**src/common/pxb_pkg.sv**
```systemverilog
// Constants and types for the port crossbar and output mode block.
// Assumes one system clock, synchronous active-high reset, 8-bit register port.
//
// Behaviour
// Skip bits 6..0 make crossbar pass pins
// Array count field routes zero to three outputs
// Async comparator enable routes unclocked comparator output
// Sync comparator enable routes clocked comparator output
// Sysclock enable drives system clock onto pin
// Two-wire enable routes data and clock pins
// Receive enable takes receive input from pin 5
// Transmit enable drives transmit onto pin 4
// Drive bit: 1 push-pull, 0 open-drain
// Drive bit ignored while pin is analog
// Two-wire pins always open-drain
// Priority assignment lowest pin first; skip bit7 zero
package pxb_pkg;

   ////////////////////////////////////////////////////////////////////////////
   // Register offsets
   localparam logic [7:0] PORT_OUTPUT_DRIVE_SELECT_ADDR   = 8'hA4;
   localparam logic [7:0] CROSSBAR_PIN_SKIP_ADDR          = 8'hE1;
   localparam logic [7:0] CROSSBAR_PERIPHERAL_ENABLE_ADDR = 8'hE2;
   localparam logic [7:0] PORT_PIN_LEVEL_ADDR             = 8'hF0;
   localparam logic [7:0] PORT_INPUT_MODE_SELECT_ADDR     = 8'hF1;

   ////////////////////////////////////////////////////////////////////////////
   // Reset values
   localparam logic [7:0] DRIVE_SELECT_RESET = 8'h00;
   localparam logic [6:0] PIN_SKIP_RESET     = 7'h00;
   localparam logic [7:0] PERIPH_EN_RESET    = 8'h00;
   localparam logic [7:0] INPUT_MODE_RESET   = 8'hFF;
   localparam logic [7:0] PIN_SYNC_RESET     = 8'hFF;
   localparam logic [7:0] READ_IDLE          = 8'h00;

   ////////////////////////////////////////////////////////////////////////////
   // Peripheral enable field positions and fixed serial pin numbers
   localparam int SERIAL_TX_PIN_ENABLE_BIT        = 0;
   localparam int SERIAL_RX_PIN_ENABLE_BIT        = 1;
   localparam int TWO_WIRE_PINS_ENABLE_BIT        = 2;
   localparam int SYSCLOCK_OUT_ENABLE_BIT         = 3;
   localparam int SYNC_COMPARATOR_OUT_ENABLE_BIT  = 4;
   localparam int ASYNC_COMPARATOR_OUT_ENABLE_BIT = 5;
   localparam int ARRAY_OUTPUT_COUNT_LSB          = 6;
   localparam int TX_PIN                          = 4;
   localparam int RX_PIN                          = 5;

   ////////////////////////////////////////////////////////////////////////////
   // Pin function selection
   typedef enum logic [3:0] {
      SEL_NONE   = 4'h0,
      SEL_TX     = 4'h1,
      SEL_RX     = 4'h2,
      SEL_SDA    = 4'h3,
      SEL_SCL    = 4'h4,
      SEL_CMPS   = 4'h5,
      SEL_CMPA   = 4'h6,
      SEL_SYSCLK = 4'h7,
      SEL_ARR0   = 4'h8,
      SEL_ARR1   = 4'h9,
      SEL_ARR2   = 4'hA
   } pxb_sel_t;

   typedef pxb_sel_t [7:0] pxb_map_t;

   // Crossbar priority of the movable signals, highest first
   localparam pxb_sel_t PRIORITY_ORDER [0:7] = '{SEL_SDA, SEL_SCL, SEL_CMPS, SEL_CMPA,
                                                SEL_SYSCLK, SEL_ARR0, SEL_ARR1, SEL_ARR2};

   ////////////////////////////////////////////////////////////////////////////
   // Carriers
   typedef struct packed {
      logic [7:0] addr;
      logic [7:0] wrData;
      logic       wr;
      logic       rd;
   } pxb_bus_req_t;

   typedef struct packed {
      logic       tx;
      logic       sda;
      logic       scl;
      logic       cmpSync;
      logic       cmpAsync;
      logic [2:0] arrayOut;
   } pxb_periph_out_t;

   typedef struct packed {
      logic rx;
      logic sda;
      logic scl;
   } pxb_periph_in_t;

endpackage : pxb_pkg

```
**src/hw/pxb_port_crossbar.sv**
```systemverilog
// Port crossbar: routes peripheral signals onto 8 port pins and sets pin drive mode.
// Assumes peripheral outputs on mclk except the unclocked comparator output;
// pin inputs and the clocked comparator output arrive asynchronously.
//
// The implementer's own choice: the address-and-strobe port.
`timescale 1ns/1ps

module pxb_port_crossbar
(
   input  wire logic                     mclk,
   input  wire logic                     sys_rst,
   input  wire logic                     clkEn,
   input  wire pxb_pkg::pxb_bus_req_t    busReq,
   output logic [7:0]                    rdData,
   input  wire pxb_pkg::pxb_periph_out_t periphOut,
   output pxb_pkg::pxb_periph_in_t       periphIn,
   input  wire logic [7:0]               pinIn,
   output logic [7:0]                    pinOut,
   output logic [7:0]                    pinOe
);

   ////////////////////////////////////////////////////////////////////////////
   // State

   typedef struct packed {
      logic [7:0] drvSel;
      logic [6:0] skip;
      logic [7:0] perEn;
      logic [7:0] inMode;
      logic [7:0] rdData;
      logic [7:0] pinMeta;
      logic [7:0] pinSync;
      logic       cmpMeta;
      logic       cmpSync;
   } pxb_xbar_state_t;

   pxb_xbar_state_t st;
   pxb_xbar_state_t next_st;
   pxb_pkg::pxb_map_t pinMap;
   logic [7:0]        pinVal;
   logic [7:0]        pinOd;
   logic [7:0]        pinDrive;

   ////////////////////////////////////////////////////////////////////////////
   // Crossbar decode

   function automatic pxb_pkg::pxb_map_t crossbar_map
   (
      input logic [6:0] skip,
      input logic [7:0] en
   );
      pxb_pkg::pxb_map_t m;
      logic [7:0]        used;
      logic [7:0]        req;
      logic              done;
      logic [1:0]        cnt;
      m    = '{default: pxb_pkg::SEL_NONE};
      used = {1'b0, skip};
      cnt  = en[pxb_pkg::ARRAY_OUTPUT_COUNT_LSB +: 2];
      if (en[pxb_pkg::SERIAL_TX_PIN_ENABLE_BIT])
      begin
         m[pxb_pkg::TX_PIN]    = pxb_pkg::SEL_TX;
         used[pxb_pkg::TX_PIN] = 1'b1;
      end
      if (en[pxb_pkg::SERIAL_RX_PIN_ENABLE_BIT])
      begin
         m[pxb_pkg::RX_PIN]    = pxb_pkg::SEL_RX;
         used[pxb_pkg::RX_PIN] = 1'b1;
      end
      req[0] = en[pxb_pkg::TWO_WIRE_PINS_ENABLE_BIT];
      req[1] = en[pxb_pkg::TWO_WIRE_PINS_ENABLE_BIT];
      req[2] = en[pxb_pkg::SYNC_COMPARATOR_OUT_ENABLE_BIT];
      req[3] = en[pxb_pkg::ASYNC_COMPARATOR_OUT_ENABLE_BIT];
      req[4] = en[pxb_pkg::SYSCLOCK_OUT_ENABLE_BIT];
      req[5] = (cnt >= 2'h1);
      req[6] = (cnt >= 2'h2);
      req[7] = (cnt == 2'h3);
      // Each requested signal takes the lowest free, non-skipped pin
      for (int s = 0; s < 8; s++)
      begin
         done = !req[s];
         for (int p = 0; p < 8; p++)
         begin
            if (!done && !used[p])
            begin
               m[p]    = pxb_pkg::PRIORITY_ORDER[s];
               used[p] = 1'b1;
               done    = 1'b1;
            end
         end
      end
      return m;
   endfunction : crossbar_map

   function automatic logic is_two_wire
   (
      input pxb_pkg::pxb_sel_t sel
   );
      return (sel == pxb_pkg::SEL_SDA) || (sel == pxb_pkg::SEL_SCL);
   endfunction : is_two_wire

   assign pinMap = crossbar_map(st.skip, st.perEn);

   ////////////////////////////////////////////////////////////////////////////
   // Register file and synchronisers

   always_comb
   begin
      next_st         = st;
      next_st.pinMeta = pinIn;
      next_st.pinSync = st.pinMeta;
      next_st.cmpMeta = periphOut.cmpSync;
      next_st.cmpSync = st.cmpMeta;
      next_st.rdData  = pxb_pkg::READ_IDLE;
      if (busReq.wr)
      begin
         case (busReq.addr)
            pxb_pkg::PORT_OUTPUT_DRIVE_SELECT_ADDR:   next_st.drvSel = busReq.wrData;
            pxb_pkg::CROSSBAR_PIN_SKIP_ADDR:          next_st.skip = busReq.wrData[6:0];
            pxb_pkg::CROSSBAR_PERIPHERAL_ENABLE_ADDR: next_st.perEn = busReq.wrData;
            pxb_pkg::PORT_INPUT_MODE_SELECT_ADDR:     next_st.inMode = busReq.wrData;
            default:                                  next_st.inMode = st.inMode;
         endcase
      end
      if (busReq.rd)
      begin
         case (busReq.addr)
            pxb_pkg::PORT_OUTPUT_DRIVE_SELECT_ADDR:   next_st.rdData = st.drvSel;
            pxb_pkg::CROSSBAR_PIN_SKIP_ADDR:          next_st.rdData = {1'b0, st.skip};
            pxb_pkg::CROSSBAR_PERIPHERAL_ENABLE_ADDR: next_st.rdData = st.perEn;
            pxb_pkg::PORT_PIN_LEVEL_ADDR:             next_st.rdData = st.pinSync;
            pxb_pkg::PORT_INPUT_MODE_SELECT_ADDR:     next_st.rdData = st.inMode;
            default:                                  next_st.rdData = pxb_pkg::READ_IDLE;
         endcase
      end
   end

   always_ff @(posedge mclk)
   begin
      if (sys_rst)
      begin
         st.drvSel  <= pxb_pkg::DRIVE_SELECT_RESET;
         st.skip    <= pxb_pkg::PIN_SKIP_RESET;
         st.perEn   <= pxb_pkg::PERIPH_EN_RESET;
         st.inMode  <= pxb_pkg::INPUT_MODE_RESET;
         st.rdData  <= pxb_pkg::READ_IDLE;
         st.pinMeta <= pxb_pkg::PIN_SYNC_RESET;
         st.pinSync <= pxb_pkg::PIN_SYNC_RESET;
         st.cmpMeta <= 1'b0;
         st.cmpSync <= 1'b0;
      end
      else if (clkEn)
      begin
         st <= next_st;
      end
   end

   assign rdData = st.rdData;

   ////////////////////////////////////////////////////////////////////////////
   // Pin drivers

   always_comb
   begin
      for (int i = 0; i < 8; i++)
      begin
         case (pinMap[i])
            pxb_pkg::SEL_TX:     pinVal[i] = periphOut.tx;
            pxb_pkg::SEL_SDA:    pinVal[i] = periphOut.sda;
            pxb_pkg::SEL_SCL:    pinVal[i] = periphOut.scl;
            pxb_pkg::SEL_CMPS:   pinVal[i] = st.cmpSync;
            pxb_pkg::SEL_CMPA:   pinVal[i] = periphOut.cmpAsync;
            pxb_pkg::SEL_SYSCLK: pinVal[i] = mclk;
            pxb_pkg::SEL_ARR0:   pinVal[i] = periphOut.arrayOut[0];
            pxb_pkg::SEL_ARR1:   pinVal[i] = periphOut.arrayOut[1];
            pxb_pkg::SEL_ARR2:   pinVal[i] = periphOut.arrayOut[2];
            default:             pinVal[i] = 1'b1;
         endcase
         // Analog pins are never driven, so their drive bit is moot
         pinDrive[i] = st.inMode[i] && (pinMap[i] != pxb_pkg::SEL_NONE)
                       && (pinMap[i] != pxb_pkg::SEL_RX);
         pinOd[i]    = !st.drvSel[i] || is_two_wire(pinMap[i]);
         pinOut[i]   = pinOd[i] ? 1'b0 : pinVal[i];
         pinOe[i]    = pinDrive[i] && (pinOd[i] ? !pinVal[i] : 1'b1);
      end
   end

   ////////////////////////////////////////////////////////////////////////////
   // Peripheral inputs, idle high when not routed

   always_comb
   begin
      periphIn.rx  = st.perEn[pxb_pkg::SERIAL_RX_PIN_ENABLE_BIT]
                     ? st.pinSync[pxb_pkg::RX_PIN] : 1'b1;
      periphIn.sda = 1'b1;
      periphIn.scl = 1'b1;
      for (int i = 0; i < 8; i++)
      begin
         if (pinMap[i] == pxb_pkg::SEL_SDA)
         begin
            periphIn.sda = st.pinSync[i];
         end
         if (pinMap[i] == pxb_pkg::SEL_SCL)
         begin
            periphIn.scl = st.pinSync[i];
         end
      end
   end

   ////////////////////////////////////////////////////////////////////////////
   // Checks

   logic [7:0] mapTx;
   logic [7:0] mapCmpA;
   logic [7:0] mapCmpS;
   logic [7:0] mapClk;
   logic [7:0] mapArr2;
   logic [7:0] mapTw;
   logic [7:0] mapAny;
   logic [7:0] mapArr0;
   logic [7:0] mapArr1;
   logic [7:0] mapSda;
   logic [7:0] mapScl;

   always_comb
   begin
      for (int i = 0; i < 8; i++)
      begin
         mapTx[i]   = (pinMap[i] == pxb_pkg::SEL_TX);
         mapCmpA[i] = (pinMap[i] == pxb_pkg::SEL_CMPA);
         mapCmpS[i] = (pinMap[i] == pxb_pkg::SEL_CMPS);
         mapClk[i]  = (pinMap[i] == pxb_pkg::SEL_SYSCLK);
         mapArr2[i] = (pinMap[i] == pxb_pkg::SEL_ARR2);
         mapArr0[i] = (pinMap[i] == pxb_pkg::SEL_ARR0);
         mapArr1[i] = (pinMap[i] == pxb_pkg::SEL_ARR1);
         mapSda[i]  = (pinMap[i] == pxb_pkg::SEL_SDA);
         mapScl[i]  = (pinMap[i] == pxb_pkg::SEL_SCL);
         mapTw[i]   = is_two_wire(pinMap[i]);
         mapAny[i]  = (pinMap[i] != pxb_pkg::SEL_NONE);
      end
   end

   chk_skip_pass: assert property (@(posedge mclk) disable iff (sys_rst)
      !(|(st.skip & mapAny[6:0] & ~mapTx[6:0] & ~(7'h20 & {7{st.perEn[1]}}))))
      else $error("skipped pin carries a movable signal");

   chk_array_count: assert property (@(posedge mclk) disable iff (sys_rst)
      (|mapArr2) |-> (st.perEn[7:6] == 2'h3))
      else $error("third array output routed with count below three");

   chk_async_cmp: assert property (@(posedge mclk) disable iff (sys_rst)
      (st.perEn[5] == 1'b0) |-> (mapCmpA == 8'h00))
      else $error("async comparator routed while disabled");

   chk_sync_cmp: assert property (@(posedge mclk) disable iff (sys_rst)
      (busReq.wr && busReq.addr == pxb_pkg::CROSSBAR_PERIPHERAL_ENABLE_ADDR
       && busReq.wrData == 8'h10 && clkEn)
      |=> (mapCmpS == 8'h01 || st.skip[0]))
      else $error("sync comparator not on lowest free pin");

   chk_sysclk_off: assert property (@(posedge mclk) disable iff (sys_rst)
      (st.perEn[3] == 1'b0) |-> (mapClk == 8'h00))
      else $error("system clock on a pin while disabled");

   chk_rx_idle: assert property (@(posedge mclk) disable iff (sys_rst)
      !st.perEn[1] |-> periphIn.rx)
      else $error("receive input taken while disabled");

   chk_tx_pin: assert property (@(posedge mclk) disable iff (sys_rst)
      st.perEn[0] |-> (mapTx == 8'h10 && (!st.inMode[4] || pinOe[4] || st.drvSel[4] == 1'b0)))
      else $error("transmit not on pin 4");

   chk_push_pull: assert property (@(posedge mclk) disable iff (sys_rst)
      (st.perEn[0] && st.drvSel[4] && st.inMode[4]) |-> (pinOe[4] && pinOut[4] == periphOut.tx))
      else $error("push-pull transmit pin not driven");

   chk_analog_off: assert property (@(posedge mclk) disable iff (sys_rst)
      (pinOe & ~st.inMode) == 8'h00)
      else $error("analog pin driven");

   chk_two_wire_od: assert property (@(posedge mclk) disable iff (sys_rst)
      (pinOe & pinOut & mapTw) == 8'h00)
      else $error("two-wire pin driven high");

   chk_skip_read: assert property (@(posedge mclk) disable iff (sys_rst)
      (clkEn && busReq.rd && busReq.addr == pxb_pkg::CROSSBAR_PIN_SKIP_ADDR)
      |=> (rdData == {1'b0, $past(st.skip)}))
      else $error("skip register readback wrong");

   chk_array_none: assert property (@(posedge mclk) disable iff (sys_rst)
      (st.perEn[pxb_pkg::ARRAY_OUTPUT_COUNT_LSB +: 2] == 2'h0)
      |-> ((mapArr0 | mapArr1 | mapArr2) == 8'h00))
      else $error("array output routed with count zero");

   chk_array_one: assert property (@(posedge mclk) disable iff (sys_rst)
      (st.perEn[pxb_pkg::ARRAY_OUTPUT_COUNT_LSB +: 2] == 2'h1)
      |-> ((mapArr1 | mapArr2) == 8'h00))
      else $error("second or third array output routed with count one");

   chk_async_first: assert property (@(posedge mclk) disable iff (sys_rst)
      ((st.perEn >> pxb_pkg::TWO_WIRE_PINS_ENABLE_BIT) == 8'h08 && st.skip == '0)
      |-> (mapCmpA == 8'h01))
      else $error("async comparator not on lowest pin");

   chk_sync_off: assert property (@(posedge mclk) disable iff (sys_rst)
      !st.perEn[pxb_pkg::SYNC_COMPARATOR_OUT_ENABLE_BIT] |-> (mapCmpS == 8'h00))
      else $error("sync comparator routed while disabled");

   chk_sysclk_first: assert property (@(posedge mclk) disable iff (sys_rst)
      ((st.perEn >> pxb_pkg::TWO_WIRE_PINS_ENABLE_BIT) == 8'h02 && st.skip == '0)
      |-> (mapClk == 8'h01))
      else $error("system clock not on lowest pin");

   chk_two_wire_off: assert property (@(posedge mclk) disable iff (sys_rst)
      !st.perEn[pxb_pkg::TWO_WIRE_PINS_ENABLE_BIT] |-> (mapTw == 8'h00))
      else $error("two-wire signals routed while disabled");

   chk_two_wire_order: assert property (@(posedge mclk) disable iff (sys_rst)
      (|mapSda && |mapScl) |-> (mapSda < mapScl))
      else $error("two-wire pins out of priority order");

   chk_rx_route: assert property (@(posedge mclk) disable iff (sys_rst)
      st.perEn[pxb_pkg::SERIAL_RX_PIN_ENABLE_BIT]
      |-> (periphIn.rx == st.pinSync[pxb_pkg::RX_PIN] && !pinOe[pxb_pkg::RX_PIN]))
      else $error("receive pin not taken as input");

   chk_tx_off: assert property (@(posedge mclk) disable iff (sys_rst)
      !st.perEn[pxb_pkg::SERIAL_TX_PIN_ENABLE_BIT] |-> (mapTx == 8'h00))
      else $error("transmit on a pin while disabled");

   chk_open_drain: assert property (@(posedge mclk) disable iff (sys_rst)
      (st.inMode & ~st.drvSel & pinOut) == 8'h00)
      else $error("open-drain pin drives high");

   chk_skip_write: assert property (@(posedge mclk) disable iff (sys_rst)
      (clkEn && busReq.wr && busReq.addr == pxb_pkg::CROSSBAR_PIN_SKIP_ADDR)
      |=> (st.skip == $past(busReq.wrData[6:0])))
      else $error("skip register write lost");

   chk_hold_frozen: assert property (@(posedge mclk) disable iff (sys_rst)
      !clkEn |=> ($stable(st.drvSel) && $stable(st.skip) && $stable(st.perEn)))
      else $error("configuration changed while clock enable low");

   chk_read_idle: assert property (@(posedge mclk) disable iff (sys_rst)
      (clkEn && !busReq.rd) |=> (rdData == pxb_pkg::READ_IDLE))
      else $error("read data not idle after a cycle without read");

endmodule : pxb_port_crossbar
```
**config.mk**
```make
export PLATFORM = sky130hd
export DESIGN_NAME = pxb_port_crossbar
export DESIGN_NICKNAME = d
export VERILOG_FILES = /design/src/common/pxb_pkg.sv /design/src/hw/pxb_port_crossbar.sv
export SDC_FILE = /design/constraint.sdc
export NUM_CORES = 1
export LEC_CHECK = 0
export ABC_AREA = 1
export BUFFER_PORTS_ARGS = -buffer_cell sky130_fd_sc_hd__buf_4
export CORE_MARGIN = 8
export CORE_UTILIZATION = 55
export CTS_CLUSTER_SIZE = 24
export DETAILED_ROUTE_END_ITERATION = 16
export PLACE_DENSITY = 0.75
export SLEW_MARGIN = 20
export SYNTH_ARGS = -nofsm -noshare
export SYNTH_HDL_FRONTEND = slang
export SYNTH_SLANG_ARGS = --single-unit
```
**constraint.sdc**
```tcl
create_clock -name mclk -period 3.6 [get_ports mclk]
set_input_delay 0.36 -clock mclk [delete_from_list [all_inputs] [get_ports mclk]]
set_output_delay 0.36 -clock mclk [all_outputs]
set_load 0.01 [all_outputs]
```
==> results.ini <==
[clocking]
clkSlewWorstSetupHoldPaths_ns=0.08
holdBufCountCts=0
cts_tree=built
clk_latency_ns=0.46

[drt]
avgRoutedWirePerCell_um=18.7
drt-total-wl_um=16900
drc=0
drtIter0Drc=496
drtPass1Iterations=5
viasPerCell=6.03
detail-route-antenna-nets=0
vias=5447

[grt]
antenna_found_initial=0
track_usage_pct=27.9
grt_pass1_vias=5265
grt_first_pass_wirelength_um=24500
grt_max_degree=44
gr-total-overflow=0

[layout]
multiInputGateArea_um2=3240
area_delta_synth_final_pct=33.6
drive_gt1_share_pct=33.5
instances_no_fill=904
layout.area.seq_um2=1160
fill_cells=600
finalInstanceArea_um2=5920
antenna_cells=0
fin_nets=831

[place]
placedCellCount=850
dpl_cell_area_um2=4900
gp_congestion=0.942
hpwl_um=11400
pre_cts_ws_ns=0.490
place.port_buffers=63

[floorplanning]
rows=32
die_h_um=106
die_area_um2=11200
die_w_um=106
core_um2=7770
start_util_pct=57.0
ios=64

[yosys]
yosysTopAreaCell=dfxtp_1
synthesis.nets=746
synth-main-ff-cell=dfxtp_1
ys_ff_latch=57
seq_area_frac_synth_pct=25.8
synthArstFlopShare_pct=0
syn_avg_cell_area_um2=6.25
synth_most_common_cell=nand2_1
ys_top_cells_by_area=dfxtp_1, nand2_1, inv_1
syn_area_um2=4430
synth_top_area_share_pct=25.8
synth_cells=709
synth_edf_count=0
netlist_top_cells_count=nand2_1, inv_1, nor2_1
ys_types=43
yosys_warnings=0

[sta]
fmax_ghz=0.275
setup_viol=3
finalMaxSlewViolations=0
slew_headroom_pct=33.8
hold_violations=0
min_period_ns=3.63
fin_ws_ns=-0.0337
tns_ns=-0.0337
fin_crit_sh_pct=101
rsz0062_at_grt=true
skew_ns=0.0121
worstMarginPinSlew_ns=0.990

[hold_path]
holdPathStages=3
hold_path_class=input port to flip-flop

[power_and_ir_drop]
total_power_mw=1.61
power_density_nw_per_um2=271
vdd_drop_max_mv=0.260
leakagePower_nw=2.80

[outcome]
violations=setup timing
outcome=complete, but fails checks

[critical_path]
crit_path_end_kind=output pin
start_kind=flip-flop
path_max_fanout=8
worst_ep_required_time_ns=3.24
cp.arrival_ns=3.27
critical_path_class=flip-flop to output pin
r2r_cells=5

[flow_run]
max-cap-violations=0

-- per-layer routing --
layer  track usage (%)  part of all wire (%)
met1              30.6                    39
met5                 0                     0
met3              14.6                    11
met4              20.6                   4.9
met2              40.4                    46
-- kinds of logic after synthesis --
| family | count (synthesis) | share of synthesized area (%) |
|---|---|---|
| DFF | 57 | 25.8 |
| AOI/OAI and AO/OA | 153 | 20.2 |
| buffers and inverters | 122 | 11.4 |
| and+or+nand+nor | 377 | 42.7 |
-- placed cells by master, fill, tap and decap left out, types with 2 or more instances in the layout --
master     synthesis  routed
nor3_2             1       2
o21ai_2            1       2
buf_4              8      83
nand2_2           20      34
nor2_2            18      10
a21oi_2            2       4
inv_1             88      86
nand2_4            7      22
o21ai_0           52      50
a21oi_1           50      47
nor2_4            17      41
dfxtp_1           57      52
clkbuf_8           0      19
nor3_1            24      22
a2111oi_2          0       2
dfxtp_4            0       4
nand3_4            1       2
nor2_1            75      59
nand4_1           16      16
inv_2              8      12
inv_4              0       3
a221oi_1           3       3
o21ai_4            0       2
nand3_2            2      11
o211ai_1          10      10
a41oi_1            3       3
nand3_1           51      41
clkbuf_1          14       3
a311oi_1           3       3
o22ai_1           11      11
nand2_1          140     111
o31ai_1            7       7
clkinv_4           0       3
-- power by group --
group | switching (mW) | internal, mW | leakage [nW] | total [mW]
sequential | 0.0148 | 0.641 | 0.468 | 0.656
clock | 0.375 | 0.466 | 0.427 | 0.842
combinational | 0.0660 | 0.0426 | 1.91 | 0.109
-- area by class of cell --
class,count,area share [%]
multi-input combinational,530,54.7
tap,102,2.16
clock buffer,39,6.95
sequential,57,19.5
timing repair buffer,68,8.62
inverter,91,5.90
clock inverter,17,2.11
-- critical path, stage by stage, from the launching register on --
cell	delay [ns]
dfxtp_4	0.46
nand3_4	0.14
buf_4	0.16
a21oi_2	0.20
nand2_1	0.14
nand2_2	0.15
nor2_4	0.07
nand2_2	0.10
nor2_4	0.06
nor2_4	0.15
nor2_4	0.06
nand2_2	0.07
buf_4	0.13
nand2_4	0.05
nor2_1	0.13
nand2_1	0.09
nand3_2	0.10
nor2_4	0.05
nor2_4	0.14
buf_8	0.12
nor2_4	0.03
nor2_2	0.10
buf_6	0.12
-- path summary, 6_finish.rpt --
check,start,end,slack (ns)
min reg2reg,next_st[5]$_SDFFE_PP1P_,next_st[5]$_SDFFE_PP1P_,0.47
min,pinIn[7],next_st[9]$_SDFFE_PP1P_,0.11
max reg2reg,st[36]$_SDFFE_PP0P_,rdData[2]$_SDFFE_PP0P_,2.14
max,st[36]$_SDFFE_PP0P_,pinOe[7],-0.03
-- flip-flops by register name, indices dropped and copies added (netlist names) --
register / cells
next_st: 9
st: 40
rdData: 8
-- stage by stage --
stage | hold slack [ns] | util (%)
after floorplan | 0.429 | -
after global placement | 0.439 | 63.1
after detailed placement | 0.451 | 63.1
after CTS | 0.111 | 69.4
after global routing | 0.113 | 76.2
final | 0.111 | 76.2
-- what timing repair did --
item,4_1_cts,5_1_grt
resized for setup,21,114
gates cloned,0,0
setup buffers,1,19
endpoints found under the setup margin,24,25
pin swaps,5,33
No activity file was read; power rests on OpenSTA's default activity.
